[config.mk]
export PLATFORM = sky130hd
export DESIGN_NAME = cms_mode_reg
export DESIGN_NICKNAME = d
export VERILOG_FILES = /design/src/cms_pkg.sv /design/src/cms_mode_reg.sv /design/src/cms_irq_gate.sv
export SDC_FILE = /design/constraint.sdc
export NUM_CORES = 1
export LEC_CHECK = 0
export BUFFER_PORTS_ARGS = -buffer_cell sky130_fd_sc_hd__buf_2
export CORE_AREA = 5 5 42 44
export DETAILED_ROUTE_END_ITERATION = 8
export DIE_AREA = 0 0 47 49
export PLACE_DENSITY = 0.73
export REMOVE_ABC_BUFFERS = 1
export SKIP_LAST_GASP = 1
export SYNTH_ARGS = -nofsm -noshare
export SYNTH_HDL_FRONTEND = slang
export SYNTH_SLANG_ARGS = --single-unit
export TNS_END_PERCENT = 30
[constraint.sdc]
create_clock -name i_clock -period 1.1 [get_ports i_clock]
set_input_delay 0.11 -clock i_clock [delete_from_list [all_inputs] [get_ports i_clock]]
set_output_delay 0.11 -clock i_clock [all_outputs]
set_load 0.03 [all_outputs]
[src/cms_pkg.sv]
// Purpose: Shared constants and types for the comparator mode register block.
// Assumes: Registers sit in an 8-bit special-function-register space.
// Notes:   Bit positions and the reset value are fixed by the register layout.
package cms_pkg;

   localparam logic [7:0] CMS_ADDR       = 8'h9D;
   localparam logic [7:0] CMS_RESET      = 8'h02;
   localparam int         CMS_RISE_BIT   = 5;
   localparam int         CMS_FALL_BIT   = 4;
   localparam int         CMS_SEL_LSB    = 0;
   localparam int         CMS_SEL_W      = 2;
   localparam logic [7:0] CMS_WRITE_MASK = 8'h33;

   // Special-function-register access from the core.
   typedef struct packed {
      logic [7:0] addr;
      logic [7:0] wdata;
      logic       wr;
   } cms_sfr_req_t;

   // Edge events reported by the comparator.
   typedef struct packed {
      logic rise;
      logic fall;
   } cms_edges_t;

endpackage : cms_pkg

[src/cms_mode_reg.sv]
// Purpose: Comparator mode select register with edge interrupt enables.
// Assumes: Core writes take effect on the clock edge of the write strobe.
// Notes:   Read data is registered and valid one cycle after the address.
`timescale 1ns/1ps
// How it works
// - Bits 7, 6, 3 and 2 always read zero; writes there are dropped.
// - Bit 5 enables rising-edge interrupt requests when set.
// - Bit 4 enables falling-edge interrupt requests when set.
// - Bits 1-0 pick response time: 0 fastest, 3 lowest power.
module cms_mode_reg
   import cms_pkg::*;
(
   input  wire logic               i_clock,
   input  wire logic               i_resetn,
   input  wire cms_sfr_req_t       i_sfr,
   input  wire cms_edges_t         i_edges,
   output logic [7:0]              o_rdata,
   output logic [CMS_SEL_W-1:0]    o_response_sel,
   output logic                    o_rise_irq,
   output logic                    o_fall_irq
);

   logic [7:0] mode_q;
   logic [7:0] mode_d;
   logic [7:0] rdata_q;
   logic       hit;

   assign hit = (i_sfr.addr == CMS_ADDR);

   always_comb begin
      mode_d = mode_q;
      if (i_sfr.wr && hit) begin
         mode_d = i_sfr.wdata & CMS_WRITE_MASK;
      end
   end

   always_ff @(posedge i_clock) begin
      if (!i_resetn) begin
         mode_q <= CMS_RESET;
      end else begin
         mode_q <= mode_d;
      end
   end

   always_ff @(posedge i_clock) begin
      if (!i_resetn) begin
         rdata_q <= 8'h00;
      end else begin
         rdata_q <= hit ? (mode_q & CMS_WRITE_MASK) : 8'h00;
      end
   end

   assign o_rdata = rdata_q;

   assign o_response_sel = mode_q[CMS_SEL_LSB +: CMS_SEL_W];

   cms_irq_gate u_rise (
      .i_clock   (i_clock),
      .i_resetn  (i_resetn),
      .i_event   (i_edges.rise),
      .i_enable  (mode_q[CMS_RISE_BIT]),
      .o_request (o_rise_irq)
   );

   cms_irq_gate u_fall (
      .i_clock   (i_clock),
      .i_resetn  (i_resetn),
      .i_event   (i_edges.fall),
      .i_enable  (mode_q[CMS_FALL_BIT]),
      .o_request (o_fall_irq)
   );

   property p_unused_zero;
      @(posedge i_clock) disable iff (!i_resetn)
         (o_rdata & ~CMS_WRITE_MASK) == 8'h00;
   endproperty
   a_unused_zero: assert property (p_unused_zero) else $error("Unused bits read non-zero.");

   property p_rise_off;
      @(posedge i_clock) disable iff (!i_resetn)
         !mode_q[CMS_RISE_BIT] ##1 !mode_q[CMS_RISE_BIT] |-> !o_rise_irq;
   endproperty
   a_rise_off: assert property (p_rise_off) else $error("Rising request while disabled.");

   property p_rise_on;
      @(posedge i_clock) disable iff (!i_resetn)
         (i_edges.rise && mode_q[CMS_RISE_BIT]) |=> o_rise_irq;
   endproperty
   a_rise_on: assert property (p_rise_on) else $error("Enabled rising edge not requested.");

   property p_fall_off;
      @(posedge i_clock) disable iff (!i_resetn)
         !mode_q[CMS_FALL_BIT] ##1 !mode_q[CMS_FALL_BIT] |-> !o_fall_irq;
   endproperty
   a_fall_off: assert property (p_fall_off) else $error("Falling request while disabled.");

   property p_fall_on;
      @(posedge i_clock) disable iff (!i_resetn)
         (i_edges.fall && mode_q[CMS_FALL_BIT]) |=> o_fall_irq;
   endproperty
   a_fall_on: assert property (p_fall_on) else $error("Enabled falling edge not requested.");

   property p_sel_write;
      @(posedge i_clock) disable iff (!i_resetn)
         (i_sfr.wr && hit) |=> o_response_sel == $past(i_sfr.wdata[1:0]);
   endproperty
   a_sel_write: assert property (p_sel_write) else $error("Mode field did not take written value.");

   property p_sel_hold;
      @(posedge i_clock) disable iff (!i_resetn)
         !(i_sfr.wr && hit) |=> $stable(o_response_sel);
   endproperty
   a_sel_hold: assert property (p_sel_hold) else $error("Mode field changed without a write.");

   property p_readback;
      @(posedge i_clock) disable iff (!i_resetn)
         hit |=> o_rdata[1:0] == $past(o_response_sel);
   endproperty
   a_readback: assert property (p_readback) else $error("Read data does not match mode field.");

   property p_mode_unused;
      @(posedge i_clock) disable iff (!i_resetn)
         (mode_q & ~CMS_WRITE_MASK) == 8'h00;
   endproperty
   a_mode_unused: assert property (p_mode_unused) else $error("Stored unused bits non-zero.");

   property p_miss_zero;
      @(posedge i_clock) disable iff (!i_resetn)
         !hit |=> o_rdata == 8'h00;
   endproperty
   a_miss_zero: assert property (p_miss_zero) else $error("Read data non-zero for another address.");

   property p_old_read;
      @(posedge i_clock) disable iff (!i_resetn)
         (i_sfr.wr && hit) |=> o_rdata == ($past(mode_q) & CMS_WRITE_MASK);
   endproperty
   a_old_read: assert property (p_old_read) else $error("Read during write did not return old value.");

   property p_rise_write;
      @(posedge i_clock) disable iff (!i_resetn)
         (i_sfr.wr && hit) |=> mode_q[CMS_RISE_BIT] == $past(i_sfr.wdata[CMS_RISE_BIT]);
   endproperty
   a_rise_write: assert property (p_rise_write) else $error("Rising enable write lost.");

   property p_rise_keep;
      @(posedge i_clock) disable iff (!i_resetn)
         !(i_sfr.wr && hit) |=> $stable(mode_q[CMS_RISE_BIT]);
   endproperty
   a_rise_keep: assert property (p_rise_keep) else $error("Rising enable changed without a write.");

   property p_rise_read;
      @(posedge i_clock) disable iff (!i_resetn)
         hit |=> o_rdata[CMS_RISE_BIT] == $past(mode_q[CMS_RISE_BIT]);
   endproperty
   a_rise_read: assert property (p_rise_read) else $error("Rising enable read back wrong.");

   property p_fall_write;
      @(posedge i_clock) disable iff (!i_resetn)
         (i_sfr.wr && hit) |=> mode_q[CMS_FALL_BIT] == $past(i_sfr.wdata[CMS_FALL_BIT]);
   endproperty
   a_fall_write: assert property (p_fall_write) else $error("Falling enable write lost.");

   property p_fall_keep;
      @(posedge i_clock) disable iff (!i_resetn)
         !(i_sfr.wr && hit) |=> $stable(mode_q[CMS_FALL_BIT]);
   endproperty
   a_fall_keep: assert property (p_fall_keep) else $error("Falling enable changed without a write.");

   property p_fall_read;
      @(posedge i_clock) disable iff (!i_resetn)
         hit |=> o_rdata[CMS_FALL_BIT] == $past(mode_q[CMS_FALL_BIT]);
   endproperty
   a_fall_read: assert property (p_fall_read) else $error("Falling enable read back wrong.");

   property p_rise_quiet;
      @(posedge i_clock) disable iff (!i_resetn)
         !i_edges.rise |=> !o_rise_irq;
   endproperty
   a_rise_quiet: assert property (p_rise_quiet) else $error("Rising request without an event.");

   property p_fall_quiet;
      @(posedge i_clock) disable iff (!i_resetn)
         !i_edges.fall |=> !o_fall_irq;
   endproperty
   a_fall_quiet: assert property (p_fall_quiet) else $error("Falling request without an event.");

   property p_rise_match;
      @(posedge i_clock) disable iff (!i_resetn)
         1'b1 |=> o_rise_irq == $past(i_edges.rise && mode_q[CMS_RISE_BIT]);
   endproperty
   a_rise_match: assert property (p_rise_match) else $error("Rising request not event and enable.");

   property p_fall_match;
      @(posedge i_clock) disable iff (!i_resetn)
         1'b1 |=> o_fall_irq == $past(i_edges.fall && mode_q[CMS_FALL_BIT]);
   endproperty
   a_fall_match: assert property (p_fall_match) else $error("Falling request not event and enable.");

   property p_reset_state;
      @(posedge i_clock)
         !i_resetn |=> (mode_q == CMS_RESET) && (o_rdata == 8'h00) && !o_rise_irq && !o_fall_irq;
   endproperty
   a_reset_state: assert property (p_reset_state) else $error("Outputs not at reset values.");

endmodule : cms_mode_reg

[src/cms_irq_gate.sv]
// Purpose: Gates one comparator edge event with its enable bit.
// Assumes: Event and enable are synchronous to i_clock.
// Notes:   Request is registered so it stays a clean flip-flop output.
`timescale 1ns/1ps
module cms_irq_gate
   import cms_pkg::*;
(
   input  wire logic i_clock,
   input  wire logic i_resetn,
   input  wire logic i_event,
   input  wire logic i_enable,
   output logic      o_request
);

   logic request_q;

   always_ff @(posedge i_clock) begin
      if (!i_resetn) begin
         request_q <= 1'b0;
      end else begin
         request_q <= i_event & i_enable;
      end
   end

   assign o_request = request_q;

   property p_gate;
      @(posedge i_clock) disable iff (!i_resetn)
         !i_enable |=> !o_request;
   endproperty
   a_gate: assert property (p_gate) else $error("Request raised while its enable was clear.");

endmodule : cms_irq_gate

# Word-level counts from Yosys, hierarchy flattened
# Index checks and enable logic that the tools add are counted.
# W data, S select, Z words.
# classes
reduce_logical,2
n_eq_ne,1
n_bitwise,2
# op_table
op,n
$eq A8 B8 Y1 const B,1
$and A1 B1 Y1,2
$reduce_and A2 Y1,1
$logic_and A1 B1 Y1,1
# totals
elab_cells,10
ff_bits,14
output_inout_bits,12

# Logic depth before layout (Yosys ltp)
# Gate-level depths: netlist of the first run.
# logic_depth
word_depth,2
mapped_depth,4
ltp_nobuf,3

# By module
# Synthesis of the first run repeated with hierarchy kept, for this count alone.
# hier_totals
hier_cells,41
hier_area_um2,441.7
# modules_own_cells
module,instances,seq_area_each_um2,cells_per_inst,area_per_inst_um2
cms_mode_reg,1,160.2,37,389.1
cms_irq_gate,2,20.0,2,26.3

# Worst setup path before layout of the first run
# Ideal clock, no wire load.
# synth_path
path_kind,input -> register
start,input port i_sfr[15] (netlist bit)
end,register mode_q[0]
setup_slack_ns,0.276
path_stages,3
required_ns,1.028
t_arrival_ns,0.752
cell_sequence,nand4bb_4 -> nor3_4 -> mux2i_1
# synth_via
elab_chain_cells,2
# synth_rtl
item,line,text
start: declaration,cms_mode_reg.sv:15,"input wire cms_sfr_req_t i_sfr,"
$eq A8 B8 Y1,cms_mode_reg.sv:28,assign hit = (i_sfr.addr == CMS_ADDR);
$logic_and A1 B1 Y1,cms_mode_reg.sv:32,if (i_sfr.wr && hit) begin
end signal: assignment,cms_mode_reg.sv:41,mode_q <= mode_d;
end: declaration,cms_mode_reg.sv:23,logic [7:0] mode_q;
# No other way between the ends.
# A chain may end at the register's enable or synchronous reset.

# Worst setup path after layout of the first run
# layout_path
start,register mode_q[0]
end,output port o_response_sel[0]
# layout_rtl
item,line,text
end: declaration,cms_mode_reg.sv:18,"output logic [CMS_SEL_W-1:0] o_response_sel,"
# No word-level cell between the ends.

==> results of run 1 <==
## synth_stat cells, drive strengths merged
| library cell | count |
|---|---|
| and2 | 4 |
| and3 | 2 |
| buf | 5 |
| conb | 1 |
| dfxtp | 10 |
| inv | 2 |
| mux2i | 4 |
| nand2 | 6 |
| nand4b | 1 |
| nand4bb | 1 |
| nor2 | 2 |
| nor3 | 2 |
## area by class of cell
type	count	area share, %
clock buffer	4	6.210
inverter	2	1.285
multi-input combinational	26	34.26
sequential	10	34.26
tap	16	3.426
timing repair buffer	24	20.56
## per-layer routing
layer  part of all wire (%)  global-route usage [%]
met4                      0                   1.382
met3                     16                   8.118
met5                      0                       0
met1                     32                   7.383
met2                     52                   12.22
## where the power goes
part           switching (W)  internal (W)  total (W)
combinational      0.0000416     0.0000307  0.0000723
clock               0.000125      0.000201   0.000326
sequential       0.000000121      0.000362   0.000362
total               0.000167      0.000594   0.000760
## registers in the layout, indices dropped and copies added (netlist names)
name	flops
u_fall.o_request	1
o_rdata	4
u_rise.o_request	1
mode_q	4
## cell families (layout without fill, tap and decap cells)
family                 count (synthesis)  after routing  synth area share, %
other                                  1              4               0.8687
flip-flops                            10             10                46.38
buffers and inverters                  7             30                9.855
AND/OR/NAND/NOR                       18             18                33.62
multiplexers                           4              4                9.276
## final timing paths
path | startpoint | to | slack, ns
max | mode_q[0] | o_response_sel[0] | 0.19
min | i_edges[0] | u_fall.o_request | 0.08
max reg2reg | mode_q[1] | mode_q[1] | 0.51
min reg2reg | mode_q[4] | mode_q[4] | 0.47
## stage by stage
stage	hold slack, ns	std cells
floorplan	0.2521	38
CTS	0.07595	82
detailed placement	0.3582	78
finish	0.08206	82
global placement	0.3548	78
global route	0.08287	82
==> impl_results.md, run 1 <==
- Kind of launch point of the worst setup path: flop
- Number of cells on the worst hold path: 2
- Final setup violation count: 0
- Synthesis Warnings: 0
- Average instance area after synthesis: ~11 um^2
- Area enclosed by the die boundary: around 0.0023 mm^2
- Count of clock tree sinks: 10
- Initial core utilization: 30.80%
- 1st-iter DRT viols: 2
- Grt ovf: 0
- Post-Syn Instances: 40
- Final cell utilization of the core: 41.70%
- Fillers: around 150
- IR drop worst, VDD: 0.6719 mV
- Mean number of vias per cell: just under 4
- H-tree depth: 1
- Design area: 584.3 um^2
- CTS tree: built
- Via count of the first global-routing pass: roughly 290
- IO Count: 33
- Post-route antenna net violation count: 0
- Area of the mapped netlist: between 400 and 500 um^2
- Final weighted congestion of routability-driven global placement: just under 0.6
- Hold Violations, Final: 0
- List of cells traversed by the critical path: buf_2
- Number of pins exceeding their max-slew limit in the final report: 0
- Floorplan die width: roughly 47 um
- Fraction of the cycle the final worst path needs: roughly 83%
- First drt pass iteration count: 2
- Critical Path Slowest Stage Cell: dfxtp_1
- Result of the run: completed
- Multi-input gate area: 200.2 um^2
- Sequential cell area: between 200 and 250 um^2
- Share of final-layout standard cells stronger than drive strength 1: roughly half
- Worst hold path class: input pin to flop
- Buf/Inv on CP: 1
- Post-cts gate resize count: 0
- CTS buffer count: 3
- Number of post-CTS setup repair buffers: 0
- Number of antenna violations at the first check in global routing: 0
- Share of the yosys chip area belonging to registers: between 40% and 50%
- Worst Slack Setup Final: between 0.15 and 0.2 ns
- Area growth, synth to finish: 35.36%
- Worst clock skew: about 0.004 ns
- Worst-path fanout max: 3
- Summed negative setup slack over all endpoints: 0 ns
- Start-to-end type of the worst setup path: flop to primary output
- CP top delay family: flip-flops
- CP endpoint kind: primary output
- RSZ-0062 raised after global routing: false
- Top cell type's share of synthesized area: a little under half
- Cell type with the highest aggregate area in the netlist: dfxtp_1
- Overall routing resource usage: under 10%
- # port buffers: 24
- Wire length of the first global-routing pass: around 1200 um
- Remaining routing DRC violations: 0
- Core area: approximately 0.0014 mm^2
- Master cell of the clock root buffer: clkbuf_4
- Post-DP HPWL: 662.5 um
- Clock latency of the later-clocked register in the worst-skew pair: around 0.26 ns
- Leading cell type in the layout, fill and taps excluded: buf_2
- Longest Clk Path Bufs: 2
- Hold-fix buffer count after cts: 0
- Clock transition at the registers of the reported paths: around 0.070 ns
- Worst path arrival time: 0.80 ns
- Num rows: 14
- Pwr/cell area: approximately 1300 mW/mm^2
- Final Net Count: 88
- Leak Pwr: ~0.3 nW
- MaxCap Viol Count: 0
- Clock period minus worst slack: 0.9150 ns
- Pin count of the biggest net entering global routing: 10
- Post-Route WL: 765 um
- Placement-stage cell area: between 500 and 600 um^2
- Cell count of the worst reg-to-reg path: 2
- Count of antenna diodes in the layout: 0
- Achievable frequency: 1093 MHz
- Die Span Y: just under 50 um
- Mean routed wirelength per cell: just over 9 um
- Synthesis-stage register bit count: 10
- Worst slack after detailed placement: slightly above 0.1 ns
- Leading cell types in the layout, fill and taps excluded: buf_2, dfxtp_1, nand2_1
- Largest stage delay on the critical path: approximately 0.34 ns
- Main area contributors after synthesis: dfxtp_1, mux2i_1, buf_4, nand4bb_4, and2_1
- Total power: between 0.0007 and 0.0008 W
- Data required time at the worst endpoint: 0.99 ns
- Crit. path cell count: 1
- Vias: ~330
- Count of distinct cell types in the synthesized netlist: 14
Note: power is estimated with default switching activity, not from simulation.
==> inputs of run 2 (changes only) <==
==> constraint.sdc (replaced) <==
create_clock -name i_clock -period 0.85 [get_ports i_clock]
set_input_delay 0.085 -clock i_clock [delete_from_list [all_inputs] [get_ports i_clock]]
set_output_delay 0.085 -clock i_clock [all_outputs]
set_load 0.03 [all_outputs]
==> impl_results.md, run 2 (synthesis gave the netlist of run 1 again) <==
- Final cell utilization of the core: a little over two fifths
- Leading cell type in the layout, fill and taps excluded: buf_2
- Longest Clk Path Bufs: 2
- Number of antenna violations at the first check in global routing: 0
- Fraction of the cycle the final worst path needs: 98.24%
- Mean routed wirelength per cell: 9.602 um
- H-tree depth: 1
- Switching part of the total: 21.58%
- Total power: 0.0009837 W
- Pin count of the biggest net entering global routing: 7
- Final Net Count: 89
- List of cells traversed by the critical path: buf_2
- Buf/Inv on CP: 1
- Combinational group share of total power: approximately a tenth
- Power share of the clock group: a little over two fifths
- 1st-iter DRT viols: 0
- Via count of the first global-routing pass: around 340
- Leak Pwr: 0.3070 nW
- # port buffers: 24
- Number of pins exceeding their max-slew limit in the final report: 0
- Worst path arrival time: 0.75 ns
- Grt ovf: 0
- Area growth, synth to finish: 41.74%
- IO Count: 33
- CTS tree: built
- Internal power: slightly below 0.0008 W
- IR drop worst, VDD: 1.099 mV
- Mean number of vias per cell: around 3.9
- Start-to-end type of the worst setup path: flop to primary output
- Hold-fix buffer count after cts: 0
- Hold Violations, Final: 0
- Final setup violation count: 0
- MaxCap Viol Count: 0
- Count of antenna diodes in the layout: 0
- Worst-path fanout max: 1
- Overall routing resource usage: about 8.5%
- Leading cell types in the layout, fill and taps excluded: buf_2, dfxtp_1, nand2_1
- Worst clock skew: 0.003658 ns
- Vias: roughly 320
- Initial core utilization: a little under a third
- Pwr/cell area: about 1600 mW/mm^2
- Die Span Y: a little under 50 um
- Core area: between 0.001 and 0.0015 mm^2
- Post-Route WL: roughly 800 um
- Count of clock tree sinks: 10
- RSZ-0062 raised after global routing: true
- Kind of launch point of the worst setup path: flop
- Clock period minus worst slack: between 0.8 and 0.9 ns
- Remaining routing DRC violations: 0
- Wire length of the first global-routing pass: around 1300 um
- Achievable frequency: between 1000 and 1500 MHz
- CTS buffer count: 3
- Fillers: roughly 150
- CP endpoint kind: primary output
- Largest stage delay on the critical path: 0.30 ns
- Worst hold path class: input pin to flop
- Worst Slack Setup Final: between 0.01 and 0.015 ns
- Worst slack after detailed placement: -0.1160 ns
- Final weighted congestion of routability-driven global placement: 0.5931
- Floorplan die width: 47 um
- Clock latency of the later-clocked register in the worst-skew pair: 0.26 ns
- Sequential share of power: a little under half
- Area enclosed by the die boundary: roughly 0.0023 mm^2
- Number of post-CTS setup repair buffers: 0
- CP top delay family: flip-flops
- Post-route antenna net violation count: 0
- Critical Path Slowest Stage Cell: dfxtp_1
- Data required time at the worst endpoint: roughly 0.76 ns
- Clock transition at the registers of the reported paths: around 0.060 ns
- Result of the run: completed
- Num rows: 14
- Master cell of the clock root buffer: clkbuf_4
- First drt pass iteration count: 1
- Share of final-layout standard cells stronger than drive strength 1: a little under three fifths
- Switching power of the nets: around 0.00021 W
[run 2: changes by cell type in the layout (fill, tap and decap cells not counted), sizes merged]
cell,previous run,this run
clkbuf,4,5
[run 2: final cells by class]
class | count | area, um^2 | area share [%]
sequential | 10 | 202.7 | 33.13
timing repair buffer | 25 | 145.1 | 23.72
clock buffer | 4 | 36.28 | 5.930
multi-input combinational | 26 | 200.2 | 32.72
inverter | 2 | 7.507 | 1.227
tap | 16 | 20.02 | 3.272
[run 2: what timing repair did]
action                     CTS  global route
resized for setup            5             4
setup endpoints to repair    2             7
pin swaps                    0             0
cloned                       0             0
[run 2: power groups by stage]
stage / Sequential [W] / Combinational, W / Clock (W)
after floorplan: 0.000480 / 0.0000457 / 0
after global placement: 0.000480 / 0.0000963 / 0
after detailed placement: 0.000480 / 0.0000980 / 0
after CTS: 0.000469 / 0.0000981 / 0.000437
after global routing: 0.000468 / 0.000108 / 0.000458
final: 0.000469 / 0.0000982 / 0.000417
[run 2: worst paths after layout]
| check | from | endpoint | slack, ns | cells after the start |
|---|---|---|---|---|
| min reg2reg | mode_q[0] | mode_q[0] | 0.47 | 2 |
| min | i_sfr[1] | mode_q[0] | 0.06 | 3 |
| max | o_rdata[0] | o_rdata[0] | 0.01 | 1 |
| max reg2reg | mode_q[1] | mode_q[1] | 0.24 | 2 |
[run 2: routing by layer]
metal / part of all wire [%] / global-route usage, % / vias to the layer above / wire [um]
met4: 0 / 1.382 / 0 / 0
li1: - / - / 175 / -
met1: 35 / 8.000 / 133 / 277
met2: 52 / 13.35 / 16 / 413
met3: 13 / 8.118 / 0 / 107
met5: 0 / 0 / - / 0
[run 2: metrics by stage]
| stage | hold slack, ns | std cells | TNS (ns) | instance area [um^2] |
|---|---|---|---|---|
| floorplan | 0.2271 | 38 | 0 | 407.9 |
| global placement | 0.3299 | 79 | -0.3980 | 555.5 |
| detailed placement | 0.3370 | 79 | -0.4400 | 555.5 |
| CTS | 0.05234 | 83 | -0.01179 | 605.6 |
| global route | 0.06242 | 83 | -0.08067 | 611.8 |
| finish | 0.05764 | 83 | 0 | 611.8 |
